### config.mk
export PLATFORM = sky130hd
export DESIGN_NAME = swc_top
export DESIGN_NICKNAME = d
export VERILOG_FILES = /design/src/pkg/swc_pkg.sv /design/src/hdl/swc_edge_det.sv /design/src/hdl/swc_stack_mem.sv /design/src/hdl/swc_top.sv
export VERILOG_INCLUDE_DIRS = /design/src /design/src/pkg
export SDC_FILE = /design/constraint.sdc
export NUM_CORES = 1
export LEC_CHECK = 0
export BUFFER_PORTS_ARGS = -buffer_cell sky130_fd_sc_hd__buf_2
export CELL_PAD_IN_SITES_DETAIL_PLACEMENT = 0
export CELL_PAD_IN_SITES_GLOBAL_PLACEMENT = 1
export CORE_MARGIN = 2
export CORE_UTILIZATION = 46
export CTS_CLUSTER_SIZE = 30
export DETAILED_ROUTE_END_ITERATION = 6
export PLACE_DENSITY_LB_ADDON = 0.1
export SYNTH_ARGS = -nofsm -noshare
export SYNTH_HDL_FRONTEND = slang
export SYNTH_SLANG_ARGS = --single-unit
### constraint.sdc
create_clock -name clock -period 5.3 [get_ports clock]
set_input_delay 0.53 -clock clock [delete_from_list [all_inputs] [get_ports clock]]
set_output_delay 0.53 -clock clock [all_outputs]
set_load 0.005 [all_outputs]
### src/pkg/swc_cfg.svh
// constants of the standby and wake controller: offsets, bit positions, reset values
// assumes inclusion by bare name from design files only
`ifndef SWC_CFG_SVH
`define SWC_CFG_SVH
// ********************
// register offsets
// ********************
`define SWC_OFF_CTRL      8'h00
`define SWC_OFF_WAKE_EN   8'h04
`define SWC_OFF_PORT_SEL  8'h08
`define SWC_OFF_IRQ_EN    8'h0C
`define SWC_OFF_STATUS    8'h10
`define SWC_OFF_PEND      8'h14
// ********************
// field positions
// ********************
`define SWC_CTRL_HALT     0
`define SWC_CTRL_HOLD     1
`define SWC_CTRL_SER_SO4  2
`define SWC_CTRL_T2_EVT   3
`define SWC_W_INT         0
`define SWC_W_T1          1
`define SWC_W_T2          2
`define SWC_W_BASE        3
`define SWC_W_SER         4
`define SWC_I_INT         0
`define SWC_I_T1          1
`define SWC_I_T2          2
`define SWC_I_SER         3
`define SWC_P_OVF         4
`define SWC_P_UNF         5
// ********************
// reset values
// ********************
`define SWC_CFG_RST       2'h0
`define SWC_WAKE_EN_RST   5'h00
`define SWC_PORT_SEL_RST  8'h00
`define SWC_IRQ_EN_RST    4'h0
`endif

### src/pkg/swc_pkg.sv
// types of the standby and wake controller
// assumes the config header carries all numeric constants
package swc_pkg;
  // ********************
  // types
  // ********************
  typedef enum logic [1:0] {
    SWC_RUN  = 2'b00,
    SWC_HALT = 2'b01,
    SWC_HOLD = 2'b10,
    SWC_WAKE = 2'b11
  } swc_state_e;

  typedef struct packed {
    logic        psel;
    logic        penable;
    logic        pwrite;
    logic [7:0]  paddr;
    logic [31:0] pwdata;
  } swc_apb_req_s;

  typedef struct packed {
    logic        pready;
    logic        pslverr;
    logic [31:0] prdata;
  } swc_apb_rsp_s;
endpackage : swc_pkg

### src/hdl/swc_edge_det.sv
// edge detector for a group of synchronous pin levels
// assumes inputs already synchronous to clock
`timescale 1ns/10ps
module swc_edge_det #(
  parameter int WIDTH = 1,
  parameter int MODE  = 2   // 0 falling, 1 rising, 2 either
) (
  // clock and reset
  input  wire logic             clock,
  input  wire logic             sys_rst,
  // levels and detected edges
  input  wire logic [WIDTH-1:0] din,
  output logic      [WIDTH-1:0] edge_o
);
  logic [WIDTH-1:0] prev_r;
  logic [WIDTH-1:0] prev_nxt;
  logic             primed_r;
  logic             primed_nxt;

  // first sample only primes, so reset never fakes an edge
  always_comb begin
    prev_nxt   = din;
    primed_nxt = 1'b1;
    if (!primed_r) begin
      edge_o = '0;
    end else if (MODE == 0) begin
      edge_o = prev_r & ~din;
    end else if (MODE == 1) begin
      edge_o = ~prev_r & din;
    end else begin
      edge_o = prev_r ^ din;
    end
  end

  always_ff @(posedge clock or posedge sys_rst) begin
    if (sys_rst) begin
      prev_r   <= '0;
      primed_r <= 1'b0;
    end else begin
      prev_r   <= prev_nxt;
      primed_r <= primed_nxt;
    end
  end
endmodule : swc_edge_det

### src/hdl/swc_stack_mem.sv
// return address memory, one write and one registered read port
// assumes the caller keeps the stack pointer and range checks
`timescale 1ns/10ps
module swc_stack_mem #(
  parameter int DEPTH = 8,
  parameter int WIDTH = 13
) (
  // clock and reset
  input  wire logic                     clock,
  input  wire logic                     sys_rst,
  // write port
  input  wire logic                     wr_en,
  input  wire logic [$clog2(DEPTH)-1:0] wr_addr,
  input  wire logic [WIDTH-1:0]         wr_data,
  // read port
  input  wire logic                     rd_en,
  input  wire logic [$clog2(DEPTH)-1:0] rd_addr,
  output logic      [WIDTH-1:0]         rd_data
);
  logic [WIDTH-1:0] mem_r [DEPTH];
  logic [WIDTH-1:0] rd_nxt;

  // array carries no reset, only the read register does
  always_comb begin
    rd_nxt = rd_en ? mem_r[rd_addr] : rd_data;
  end

  always_ff @(posedge clock) begin
    if (wr_en) begin
      mem_r[wr_addr] <= wr_data;
    end
  end

  always_ff @(posedge clock or posedge sys_rst) begin
    if (sys_rst) begin
      rd_data <= '0;
    end else begin
      rd_data <= rd_nxt;
    end
  end
endmodule : swc_stack_mem

### src/hdl/swc_top.sv
// standby and wake controller: halt and hold states, wake sources,
// interrupt factors with vectors, and the return address stack
// assumes APB master on the same clock and synchronous pin inputs
//
// How it works
// - halt stops execution, clocks and peripherals continue
// - halt exit sources enabled one by one
// - serial pins or serial_group_bit4, one selected
// - eight selectable port wake factors
// - hold stops every oscillator
// - hold exits only on listed sources
// - event counter mode forces bidir_port_m_bit4 input
// - five factors share four interrupt vectors
// - eight level stack keeps return addresses
// - external pin edge chosen at build time
`timescale 1ns/10ps
`include "swc_cfg.svh"
module swc_top #(
  parameter int   STACK_DEPTH = 8,
  parameter int   PC_W        = 13,
  parameter logic INT_RISING  = 1'b0
) (
  // clock and reset
  input  wire logic                 clock,
  input  wire logic                 sys_rst,
  // register bus
  input  wire swc_pkg::swc_apb_req_s apb_req,
  output swc_pkg::swc_apb_rsp_s      apb_rsp,
  // event sources
  input  wire logic                 ext_int_pin,
  input  wire logic [2:0]           serial_pins,
  input  wire logic                 serial_group_bit4,
  input  wire logic [3:0]           port_s_pins,
  input  wire logic [3:0]           port_k_pins,
  input  wire logic                 timer1_evt,
  input  wire logic                 timer2_evt,
  input  wire logic                 base_timer_evt,
  // processor core
  input  wire logic                 core_call,
  input  wire logic                 core_ret,
  input  wire logic [PC_W-1:0]      core_pc,
  output logic                      core_run,
  output logic                      osc_en,
  output logic                      irq_pulse,
  output logic [1:0]                irq_vec,
  output logic [PC_W-1:0]           ret_pc,
  output logic                      bidir_port_m_bit4_force_in
);
  localparam int AW = $clog2(STACK_DEPTH);
  localparam int SW = AW + 1;
  localparam logic [SW-1:0] SP_FULL = SW'(STACK_DEPTH);

  // ********************
  // event detection
  // ********************
  logic       int_evt;
  logic [2:0] ser_pin_evt;
  logic       so4_evt;
  logic [7:0] port_evt;

  // pin edge polarity fixed at build time
  swc_edge_det #(.WIDTH(1), .MODE(INT_RISING ? 1 : 0)) u_int_det (
    .clock  (clock),
    .sys_rst(sys_rst),
    .din    (ext_int_pin),
    .edge_o (int_evt)
  );
  swc_edge_det #(.WIDTH(4), .MODE(2)) u_ser_det (
    .clock  (clock),
    .sys_rst(sys_rst),
    .din    ({serial_group_bit4, serial_pins}),
    .edge_o ({so4_evt, ser_pin_evt})
  );
  swc_edge_det #(.WIDTH(8), .MODE(2)) u_port_det (
    .clock  (clock),
    .sys_rst(sys_rst),
    .din    ({port_k_pins, port_s_pins}),
    .edge_o (port_evt)
  );

  // ********************
  // registers and state
  // ********************
  swc_pkg::swc_state_e state_r, state_nxt;
  logic [1:0]    cfg_r, cfg_nxt;           // serial select, event counter mode
  logic [4:0]    wake_en_r, wake_en_nxt;
  logic [7:0]    port_sel_r, port_sel_nxt;
  logic [3:0]    irq_en_r, irq_en_nxt;
  logic [3:0]    pend_r, pend_nxt;
  logic          ovf_r, ovf_nxt, unf_r, unf_nxt;
  logic [SW-1:0] sp_r, sp_nxt;
  logic          core_run_nxt, osc_en_nxt, irq_pulse_nxt;
  logic [1:0]    irq_vec_nxt;
  logic          m4_nxt;
  swc_pkg::swc_apb_rsp_s rsp_nxt;

  logic       ser_sel, t2_evt_mode;
  logic       ser_evt, port_wake, halt_wake, hold_wake;
  logic [4:0] src, hold_mask;
  logic [3:0] irq_src, irq_ready;
  logic       irq_take, push, pop;
  logic [1:0] take_vec;
  logic       apb_wr, apb_setup;
  logic [AW-1:0] wr_addr, rd_addr;

  assign ser_sel     = cfg_r[0];
  assign t2_evt_mode = cfg_r[1];

  // ********************
  // wake and interrupt sources
  // ********************
  always_comb begin
    ser_evt   = ser_sel ? so4_evt : |ser_pin_evt;
    port_wake = |(port_evt & port_sel_r);
    src       = {ser_evt, base_timer_evt, timer2_evt, timer1_evt, int_evt};
    // timer 1 and the base timer need the oscillator, so hold drops them
    hold_mask = {1'b1, 1'b0, t2_evt_mode, 1'b0, 1'b1};
    halt_wake = |(src & wake_en_r) | port_wake;
    hold_wake = |(src & wake_en_r & hold_mask) | port_wake;
    irq_src   = {ser_evt, timer2_evt, timer1_evt, int_evt};
  end

  // ********************
  // bus decode
  // ********************
  assign apb_setup = apb_req.psel & ~apb_req.penable;
  assign apb_wr    = apb_req.psel & apb_req.penable & apb_rsp.pready & apb_req.pwrite;

  // answer is prepared in setup and shown for the one access cycle
  always_comb begin
    rsp_nxt = '0;
    if (apb_setup) begin
      rsp_nxt.pready = 1'b1;
      unique case (apb_req.paddr)
        `SWC_OFF_CTRL:     rsp_nxt.prdata = 32'({cfg_r, 2'h0});
        `SWC_OFF_WAKE_EN:  rsp_nxt.prdata = 32'(wake_en_r);
        `SWC_OFF_PORT_SEL: rsp_nxt.prdata = 32'(port_sel_r);
        `SWC_OFF_IRQ_EN:   rsp_nxt.prdata = 32'(irq_en_r);
        `SWC_OFF_STATUS:   rsp_nxt.prdata = 32'({sp_r, state_r});
        `SWC_OFF_PEND:     rsp_nxt.prdata = 32'({unf_r, ovf_r, pend_r});
        default:           rsp_nxt.pslverr = 1'b1;
      endcase
    end
  end

  // ********************
  // configuration
  // ********************
  always_comb begin
    cfg_nxt      = cfg_r;
    wake_en_nxt  = wake_en_r;
    port_sel_nxt = port_sel_r;
    irq_en_nxt   = irq_en_r;
    if (apb_wr) begin
      unique case (apb_req.paddr)
        `SWC_OFF_CTRL:     cfg_nxt = apb_req.pwdata[`SWC_CTRL_T2_EVT:`SWC_CTRL_SER_SO4];
        `SWC_OFF_WAKE_EN:  wake_en_nxt = apb_req.pwdata[4:0];
        `SWC_OFF_PORT_SEL: port_sel_nxt = apb_req.pwdata[7:0];
        `SWC_OFF_IRQ_EN:   irq_en_nxt = apb_req.pwdata[3:0];
        default:           ;
      endcase
    end
    m4_nxt = cfg_nxt[1];
  end

  // ********************
  // standby state machine
  // ********************
  always_comb begin
    state_nxt = state_r;
    unique case (state_r)
      swc_pkg::SWC_RUN: begin
        if (apb_wr && apb_req.paddr == `SWC_OFF_CTRL) begin
          if (apb_req.pwdata[`SWC_CTRL_HOLD]) begin
            state_nxt = swc_pkg::SWC_HOLD;
          end else if (apb_req.pwdata[`SWC_CTRL_HALT]) begin
            state_nxt = swc_pkg::SWC_HALT;
          end
        end
      end
      swc_pkg::SWC_HALT: begin
        if (halt_wake) begin
          state_nxt = swc_pkg::SWC_RUN;
        end
      end
      swc_pkg::SWC_HOLD: begin
        if (hold_wake) begin
          state_nxt = swc_pkg::SWC_WAKE;
        end
      end
      swc_pkg::SWC_WAKE: state_nxt = swc_pkg::SWC_RUN;
    endcase
    // clocks run in halt, only the core is frozen
    core_run_nxt = (state_nxt == swc_pkg::SWC_RUN);
    osc_en_nxt   = (state_nxt != swc_pkg::SWC_HOLD);
  end

  // ********************
  // interrupts and stack
  // ********************
  always_comb begin
    irq_ready = pend_r & irq_en_r;
    take_vec  = 2'h0;
    for (int i = 3; i >= 0; i--) begin
      if (irq_ready[i]) begin
        take_vec = 2'(i);
      end
    end
    // entry waits for a free stack slot and a quiet core port
    irq_take = core_run && |irq_ready && !core_call && !core_ret
               && sp_r != SP_FULL;
    irq_pulse_nxt = irq_take;
    irq_vec_nxt   = irq_take ? take_vec : irq_vec;
    pend_nxt = pend_r;
    ovf_nxt  = ovf_r;
    unf_nxt  = unf_r;
    if (apb_wr && apb_req.paddr == `SWC_OFF_PEND) begin
      pend_nxt = pend_nxt & ~apb_req.pwdata[3:0];
      ovf_nxt  = ovf_nxt & ~apb_req.pwdata[`SWC_P_OVF];
      unf_nxt  = unf_nxt & ~apb_req.pwdata[`SWC_P_UNF];
    end
    if (irq_take) begin
      pend_nxt[take_vec] = 1'b0;
    end
    pend_nxt = pend_nxt | irq_src;                               // set wins
    push = (core_call || irq_take) && sp_r != SP_FULL;
    pop  = core_ret && !core_call && sp_r != '0;
    if (core_call && sp_r == SP_FULL) begin
      ovf_nxt = 1'b1;
    end
    if (core_ret && !core_call && sp_r == '0) begin
      unf_nxt = 1'b1;
    end
    sp_nxt  = push ? sp_r + SW'(1) : (pop ? sp_r - SW'(1) : sp_r);
    wr_addr = sp_r[AW-1:0];
    rd_addr = AW'(sp_r - SW'(1));
  end

  swc_stack_mem #(.DEPTH(STACK_DEPTH), .WIDTH(PC_W)) u_stack (
    .clock  (clock),
    .sys_rst(sys_rst),
    .wr_en  (push),
    .wr_addr(wr_addr),
    .wr_data(core_pc),
    .rd_en  (pop),
    .rd_addr(rd_addr),
    .rd_data(ret_pc)
  );

  // ********************
  // registers
  // ********************
  // reset is the one exit that needs no enable
  always_ff @(posedge clock or posedge sys_rst) begin
    if (sys_rst) begin
      state_r    <= swc_pkg::SWC_RUN;
      cfg_r      <= `SWC_CFG_RST;
      wake_en_r  <= `SWC_WAKE_EN_RST;
      port_sel_r <= `SWC_PORT_SEL_RST;
      irq_en_r   <= `SWC_IRQ_EN_RST;
      pend_r     <= 4'h0;
      ovf_r      <= 1'b0;
      unf_r      <= 1'b0;
      sp_r       <= '0;
      core_run   <= 1'b1;
      osc_en     <= 1'b1;
      irq_pulse  <= 1'b0;
      irq_vec    <= 2'h0;
      bidir_port_m_bit4_force_in <= 1'b0;
      apb_rsp    <= '0;
    end else begin
      state_r    <= state_nxt;
      cfg_r      <= cfg_nxt;
      wake_en_r  <= wake_en_nxt;
      port_sel_r <= port_sel_nxt;
      irq_en_r   <= irq_en_nxt;
      pend_r     <= pend_nxt;
      ovf_r      <= ovf_nxt;
      unf_r      <= unf_nxt;
      sp_r       <= sp_nxt;
      core_run   <= core_run_nxt;
      osc_en     <= osc_en_nxt;
      irq_pulse  <= irq_pulse_nxt;
      irq_vec    <= irq_vec_nxt;
      bidir_port_m_bit4_force_in <= m4_nxt;
      apb_rsp    <= rsp_nxt;
    end
  end
endmodule : swc_top

After elaboration in Yosys (flattened, before gate mapping)
Memories as Yosys holds them, arrays and structs flattened. A register that Yosys moved wholly into a read port is not among the register bits.
Index checks and enable logic that the tools add are counted.
- bits in registers: 84
- latch bits: 0
- RAM bits: 104
- memory bits (read-only): 0
- logic and storage cells: 123
- memories: 1
- add/subtract/negate cells: 2
- multiply operators: 0
- divide/modulo/power cells: 0
- magnitude comparators: 2
- equal/unequal tests: 11
- shift-type cells: 0
- mux-type cells: 29
- bitwise operators: 24
- reduce and logical (&&, ||, !) cells: 33
- memories (name ; words ; width ; rd ports ; clocked after memory_dff ; write ports ; RTL line ; text):
    u_stack.mem_r ; 8 ; 13 ; 1 ; 1 ; 1 ; swc_stack_mem.sv:20 ; logic [WIDTH-1:0] mem_r [DEPTH];
- operators with widths (cell ; number):
    $pmux W8 S6 ; 1
    $mux W34 ; 1
    $mux W4 ; 5
    $mux W2 ; 9
    $eq A8 B4 Y1 const B ; 2
    $eq A8 B5 Y1 const B ; 2
    $and A4 B4 Y4 ; 3
    $logic_and A1 B1 Y1 ; 12
    $and A5 B5 Y5 ; 2
    $mux W1 ; 10
    $reduce_or A5 Y1 ; 2
    $and A8 B8 Y8 ; 1
    $eq A8 B3 Y1 const B ; 1
    $logic_not A8 Y1 ; 1
    $mux W8 ; 1
    $not A4 Y4 ; 2
    $pmux W2 S4 ; 1
    $reduce_and A2 Y1 ; 4
    $reduce_or A8 Y1 ; 1
    $xor A8 B8 Y8 ; 1
    $and A1 B1 Y1 ; 7
    $reduce_bool A2 Y1 ; 3
    $reduce_or A6 Y1 ; 1
    $add A4 B1 Y4 const B ; 1
    20 further kinds ; 27

Depth between registers and ports, before layout
- depth in word-level cells: 13
- depth in mapped cells: 10
- gate-level depth less buffers: 7

Hierarchy
Synthesis repeated with hierarchy kept, for this count alone.
- cells, all modules: 544
- area total of the unflattened synthesis: 7683.6 um^2
- modules (own cells, without submodules) (module ; instances ; cells each ; area an instance (um^2) ; seq. area each (um^2)):
    swc_stack_mem ; 1 ; 265 ; 4560.6 ; 3448.3
    swc_top ; 1 ; 232 ; 2511.2 ; 1153.6
    swc_edge_det at u_port_det ; 1 ; 27 ; 352.8 ; 225.2
    swc_edge_det at u_ser_det ; 1 ; 15 ; 192.7 ; 125.1
    swc_edge_det at u_int_det ; 1 ; 5 ; 66.3 ; 50.0

Least setup slack after synthesis
OpenSTA, ideal clock, no wires.
- path type: register to register
- start point: register sp_r[0]
- end point: memory u_stack.mem_r[0][0], enable pin
- setup time: 0.417 ns
- arrival time: 3.268 ns
- data required time: 4.883 ns
- setup slack: 1.615 ns
- cell stages (with the launch flop): 9
- buffers on the path: 2
- clock period less this slack: 3.685 ns
- cells stage by stage: dfrtp_1 buf_2 buf_1 inv_1 ha_1 and3b_1 a311oi_4 a21oi_1 nor4_1
- longest elaborated chain between the ends: 6
- ends and longest elaborated chain (what ; RTL line ; text):
    from (decl) ; swc_top.sv:91 ; logic [SW-1:0] sp_r, sp_nxt;
    from (signal assigned) ; swc_top.sv:280 ; sp_r <= sp_nxt;
    $ne A4 B4 Y1 ; swc_top.sv:211 ; && sp_r != SP_FULL;
    $logic_and A1 B1 Y1 ; swc_top.sv:211 ;
    net irq_pulse_nxt ; swc_top.sv:92 ; logic core_run_nxt, osc_en_nxt, irq_pulse_nxt;
    $logic_or A1 B1 Y1 ; swc_top.sv:226 ; push = (core_call || irq_take) && sp_r != SP_FULL;
    $logic_and A1 B1 Y1 ; swc_top.sv:226 ;
    $mux W1 ; swc_stack_mem.sv:29 ; if (wr_en) begin
    $mux W1 (implied by the code) ; swc_stack_mem.sv:30 ; mem_r[wr_addr] <= wr_data;
    to (decl) ; swc_stack_mem.sv:20 ;
The timed path passes the listed nets, and every way through them passes these cells.

Worst setup path after layout
- start point: register sp_r[1]
- end point: register u_stack.rd_data[6], read port of u_stack.mem_r
- longest elaborated chain between the ends: 2
- elaborated cells on any way between the ends: 3
- classes of those cells: add/sub (1); reduce/logical (2)
- ends and longest elaborated chain (what ; RTL line ; text):
    branches (longest 2 deep; another with $sub A4 B1 Y4) ; n/a ;
    to (decl) ; swc_stack_mem.sv:18 ; output logic [WIDTH-1:0] rd_data
Parallel ways; which one is timed is not known.
A chain may end at the register's enable or synchronous reset.

==> impl_metrics.csv <==
group,metric,value,unit
synth,yosys.area.top_type,"edfxtp_1",
status,status,"finished clean",
worst_setup_path,rrSetupSlack,2540,ps
cts,htreeDepth,4,
cts,path_clk_slew,70,ps
sta,relSlewSlack,30.04,%
synth,syn_avg_cell_area,15.81,um2
sta,fin_crit,2762,ps
worst_hold_path,hold_path_end,"u_int_det.prev_r",
worst_setup_path,critical_path_class,"reg2reg",
power_and_ir_drop,switchingPower,0.001200,W
worst_setup_path,timing.rr.start,"sp_r[1]",
synth,async_reset_ff_share,41.24,%
synth,synth-edff-count,104,
sta,worstMarginPinSlew,1046,ps
cells_and_area,drive_gt1_share,33.62,%
synth,synthesis.area,7382,um2
cts,clk_path_buf_depth,2,
placement,placed_cells,758,
global_routing,grt_max_degree,74,
worst_setup_path,endpoint_kind,"register",
worst_setup_path,worstReg2RegEnd,"u_stack.rd_data[6]",
cts,numCtsBuffers,17,
synth,ys.flop_type,"edfxtp_1",
detailed_routing,ant_nets,0,
cts,root_buffer,"clkbuf_16",
cts,cts.sinks,177,
cts,post_cts_buffers,0,
sta,fin_hold_ws,226.0,ps
detailed_routing,drc,0,
worst_setup_path,crit_path_max_fanout,21,
synth,synthDistinctLibCells,53,
synth,synthTopCellsByArea,"edfxtp_1 42%, dfrtp_1 24%, mux4_2 8.5%",
placement,dp_hpwl,9903,um
synth,syn_inst,467,
cts,worstSkewPairLatency,430,ps
detailed_routing,vias,4092,
worst_hold_path,min_from,"ext_int_pin",
power_and_ir_drop,comb_power_share,26.4,%
cells_and_area,area_growth,16.36,%
sta,rsz0062_at_grt,"false",
detailed_routing,routedWlPerCell,18.89,um
worst_setup_path,crit_arrival,3050,ps
cts,cts_tree,"done",
detailed_routing,drtIter0Drc,206,
sta,finalSetupTns,0,ps
global_routing,grt_pass1_vias,4267,
cts,hold_buffers,0,
power_and_ir_drop,powerDensity,466.2,nW/um2
run,cap_viol_max_count,0,
synth,synth_warnings,0,
worst_setup_path,worstPathRequired,5590,ps
synth,synth_top_cell_area_share,42.31,%
sta,finalHoldViolations,0,
synth,ys_ff_latch,177,
worst_hold_path,min_path_type,"in2reg",
global_routing,antenna_found_initial,0,
sta,slew_violations,0,
placement,gp_congestion,0.7898,
synth,ys_top_cells_by_count,"104 x edfxtp_1, 71 x dfrtp_1, 33 x nor2_1, 28 x mux4_2",
floorplanning,core.rowCount,46,
power_and_ir_drop,power.leakage,3.411,nW
power_and_ir_drop,p_int,0.002805,W
global_routing,grt.overflow.total,0,
floorplanning,dieArea,17080,um2
detailed_routing,wl,14930,um
detailed_routing,first_pass_iters,5,
floorplanning,die_h,130.7,um
sta,clock.fmax,0.3620,GHz
cells_and_area,diodes,0,
sta,skew,12.25,ps
power_and_ir_drop,pwr-share-seq,43.5,%
sta,final.period_utilization,52.12,%
worst_setup_path,rr_worst_depth,6,
floorplanning,die_w,130.7,um
power_and_ir_drop,power_frac_clock,30.1,%
power_and_ir_drop,p_sw_share,29.96,%
global_routing,grt_pass1_wl,23180,um
synth,seq_area_frac_synth,67.08,%
worst_setup_path,startpoint_type,"register",
floorplanning,ios,129,
sta,setup_viol,0,
detailed_routing,viasPerCell,5.180,
power_and_ir_drop,vdd_drop_max,0.0002604,V
synth,synth.most_common_cell,"edfxtp_1",
cts,cts-resized-gates,0,
placement,portBuffers,80,
floorplanning,start_util,46.81,%
global_routing,grt_use_total,18.79,%
floorplanning,core_area,15770,um2
cells_and_area,final_nets,639,
worst_hold_path,whs_path_depth,1,
cells_and_area,final_cells,790,
-- state kept, by name, indices dropped and copies added (netlist names) --
register and count:
ovf_r 1, unf_r 1, u_stack.mem_r 104, cfg_r 2
irq_vec 2, u_port_det.prev_r 8, u_int_det.prev_r 1, u_stack.rd_data 13
pend_r 4, core_run 1, state_r 2, irq_en_r 4
port_sel_r 8, wake_en_r 5, u_port_det.primed_r 1, osc_en 1
sp_r 4, apb_rsp 10, irq_pulse 1, u_ser_det.prev_r 4
-- cells in the final DEF, fill, tap and decap left out, types with 12 or more instances in the layout --
master       n
edfxtp_1   104
buf_2       80
dfrtp_1     70
nor2_1      33
mux4_2      28
nand2_1     25
conb_1      25
mux2_2      24
mux2i_1     18
a21oi_1     17
clkbuf_16   17
xor2_1      13
buf_4       13
a22oi_1     12
-- cells by family after synthesis --
logic type / after synthesis / share of synthesized area, %
AO/OA/AOI/OAI: 54 / 5.272
XOR/XNOR: 16 / 1.898
adder cells (fa/ha/maj): 2 / 0.3389
buffers and inverters: 47 / 3.746
flip-flops: 177 / 67.08
multiplexers: 70 / 14.64
other: 2 / 0.1017
AND/OR/NAND/NOR: 99 / 6.915
-- worst max path at each step --
stage          startpoint             endpoint  slack (ps)  cells past startpoint
2_1_floorplan     sp_r[0]  u_stack.mem_r[0][0]        1620                      8
3_3_place_gp      sp_r[1]   u_stack.rd_data[6]        2560                      6
3_5_place_dp      sp_r[1]   u_stack.rd_data[6]        2520                      6
4_1_cts           sp_r[1]   u_stack.rd_data[6]        2510                      6
5_1_grt           sp_r[1]   u_stack.rd_data[6]        2390                      6
6_report          sp_r[1]   u_stack.rd_data[6]        2540                      6
-- critical path, cell delays in order (launching register included) --
cell and delay, ps:
dfrtp_1 570, inv_1 110, ha_1 970, buf_4 340
mux4_2 350, mux2i_1 190, a21oi_1 90
-- routing by layer --
layer  global-route usage [%]  vias to the layer above  part of all wire, %
met1                    22.42                     2086                   42
met3                    5.578                       13                  4.6
met4                    6.946                        0                  1.4
met5                        0                        -                    0
li1                         -                     1897                    -
met2                    32.48                       96                   52
-- final cells by class --
type	instances	area [um2]
Fill cell	1361	7181
Inverter	6	23.77
Multi-Input combinational cell	266	2256
Sequential cell	177	4954
Tap cell	216	270.3
Timing Repair Buffer	93	498.0
Clock buffer	18	439.2
Clock inverter	14	148.9
-- stage by stage --
stage	total power, W	utilization [%]	setup slack (ps)	instance area, um2
after floorplan	0.002525	-	1615	7468
after global placement	0.002840	50.74	2555	8001
after detailed placement	0.002860	50.74	2524	8001
after CTS	0.004073	54.47	2506	8589
after global routing	0.004230	54.47	2389	8589
final	0.004005	54.47	2538	8589
-- power by group through the flow --
| stage | clock [W] | combinational, W | sequential, W |
|---|---|---|---|
| 2_1_floorplan | 0 | 0.000781 | 0.00174 |
| 3_3_place_gp | 0 | 0.00108 | 0.00176 |
| 3_5_place_dp | 0 | 0.00109 | 0.00177 |
| 4_1_cts | 0.00124 | 0.00109 | 0.00174 |
| 5_1_grt | 0.00130 | 0.00117 | 0.00176 |
| 6_report | 0.00121 | 0.00106 | 0.00174 |
(Power assumes the default switching activity.)
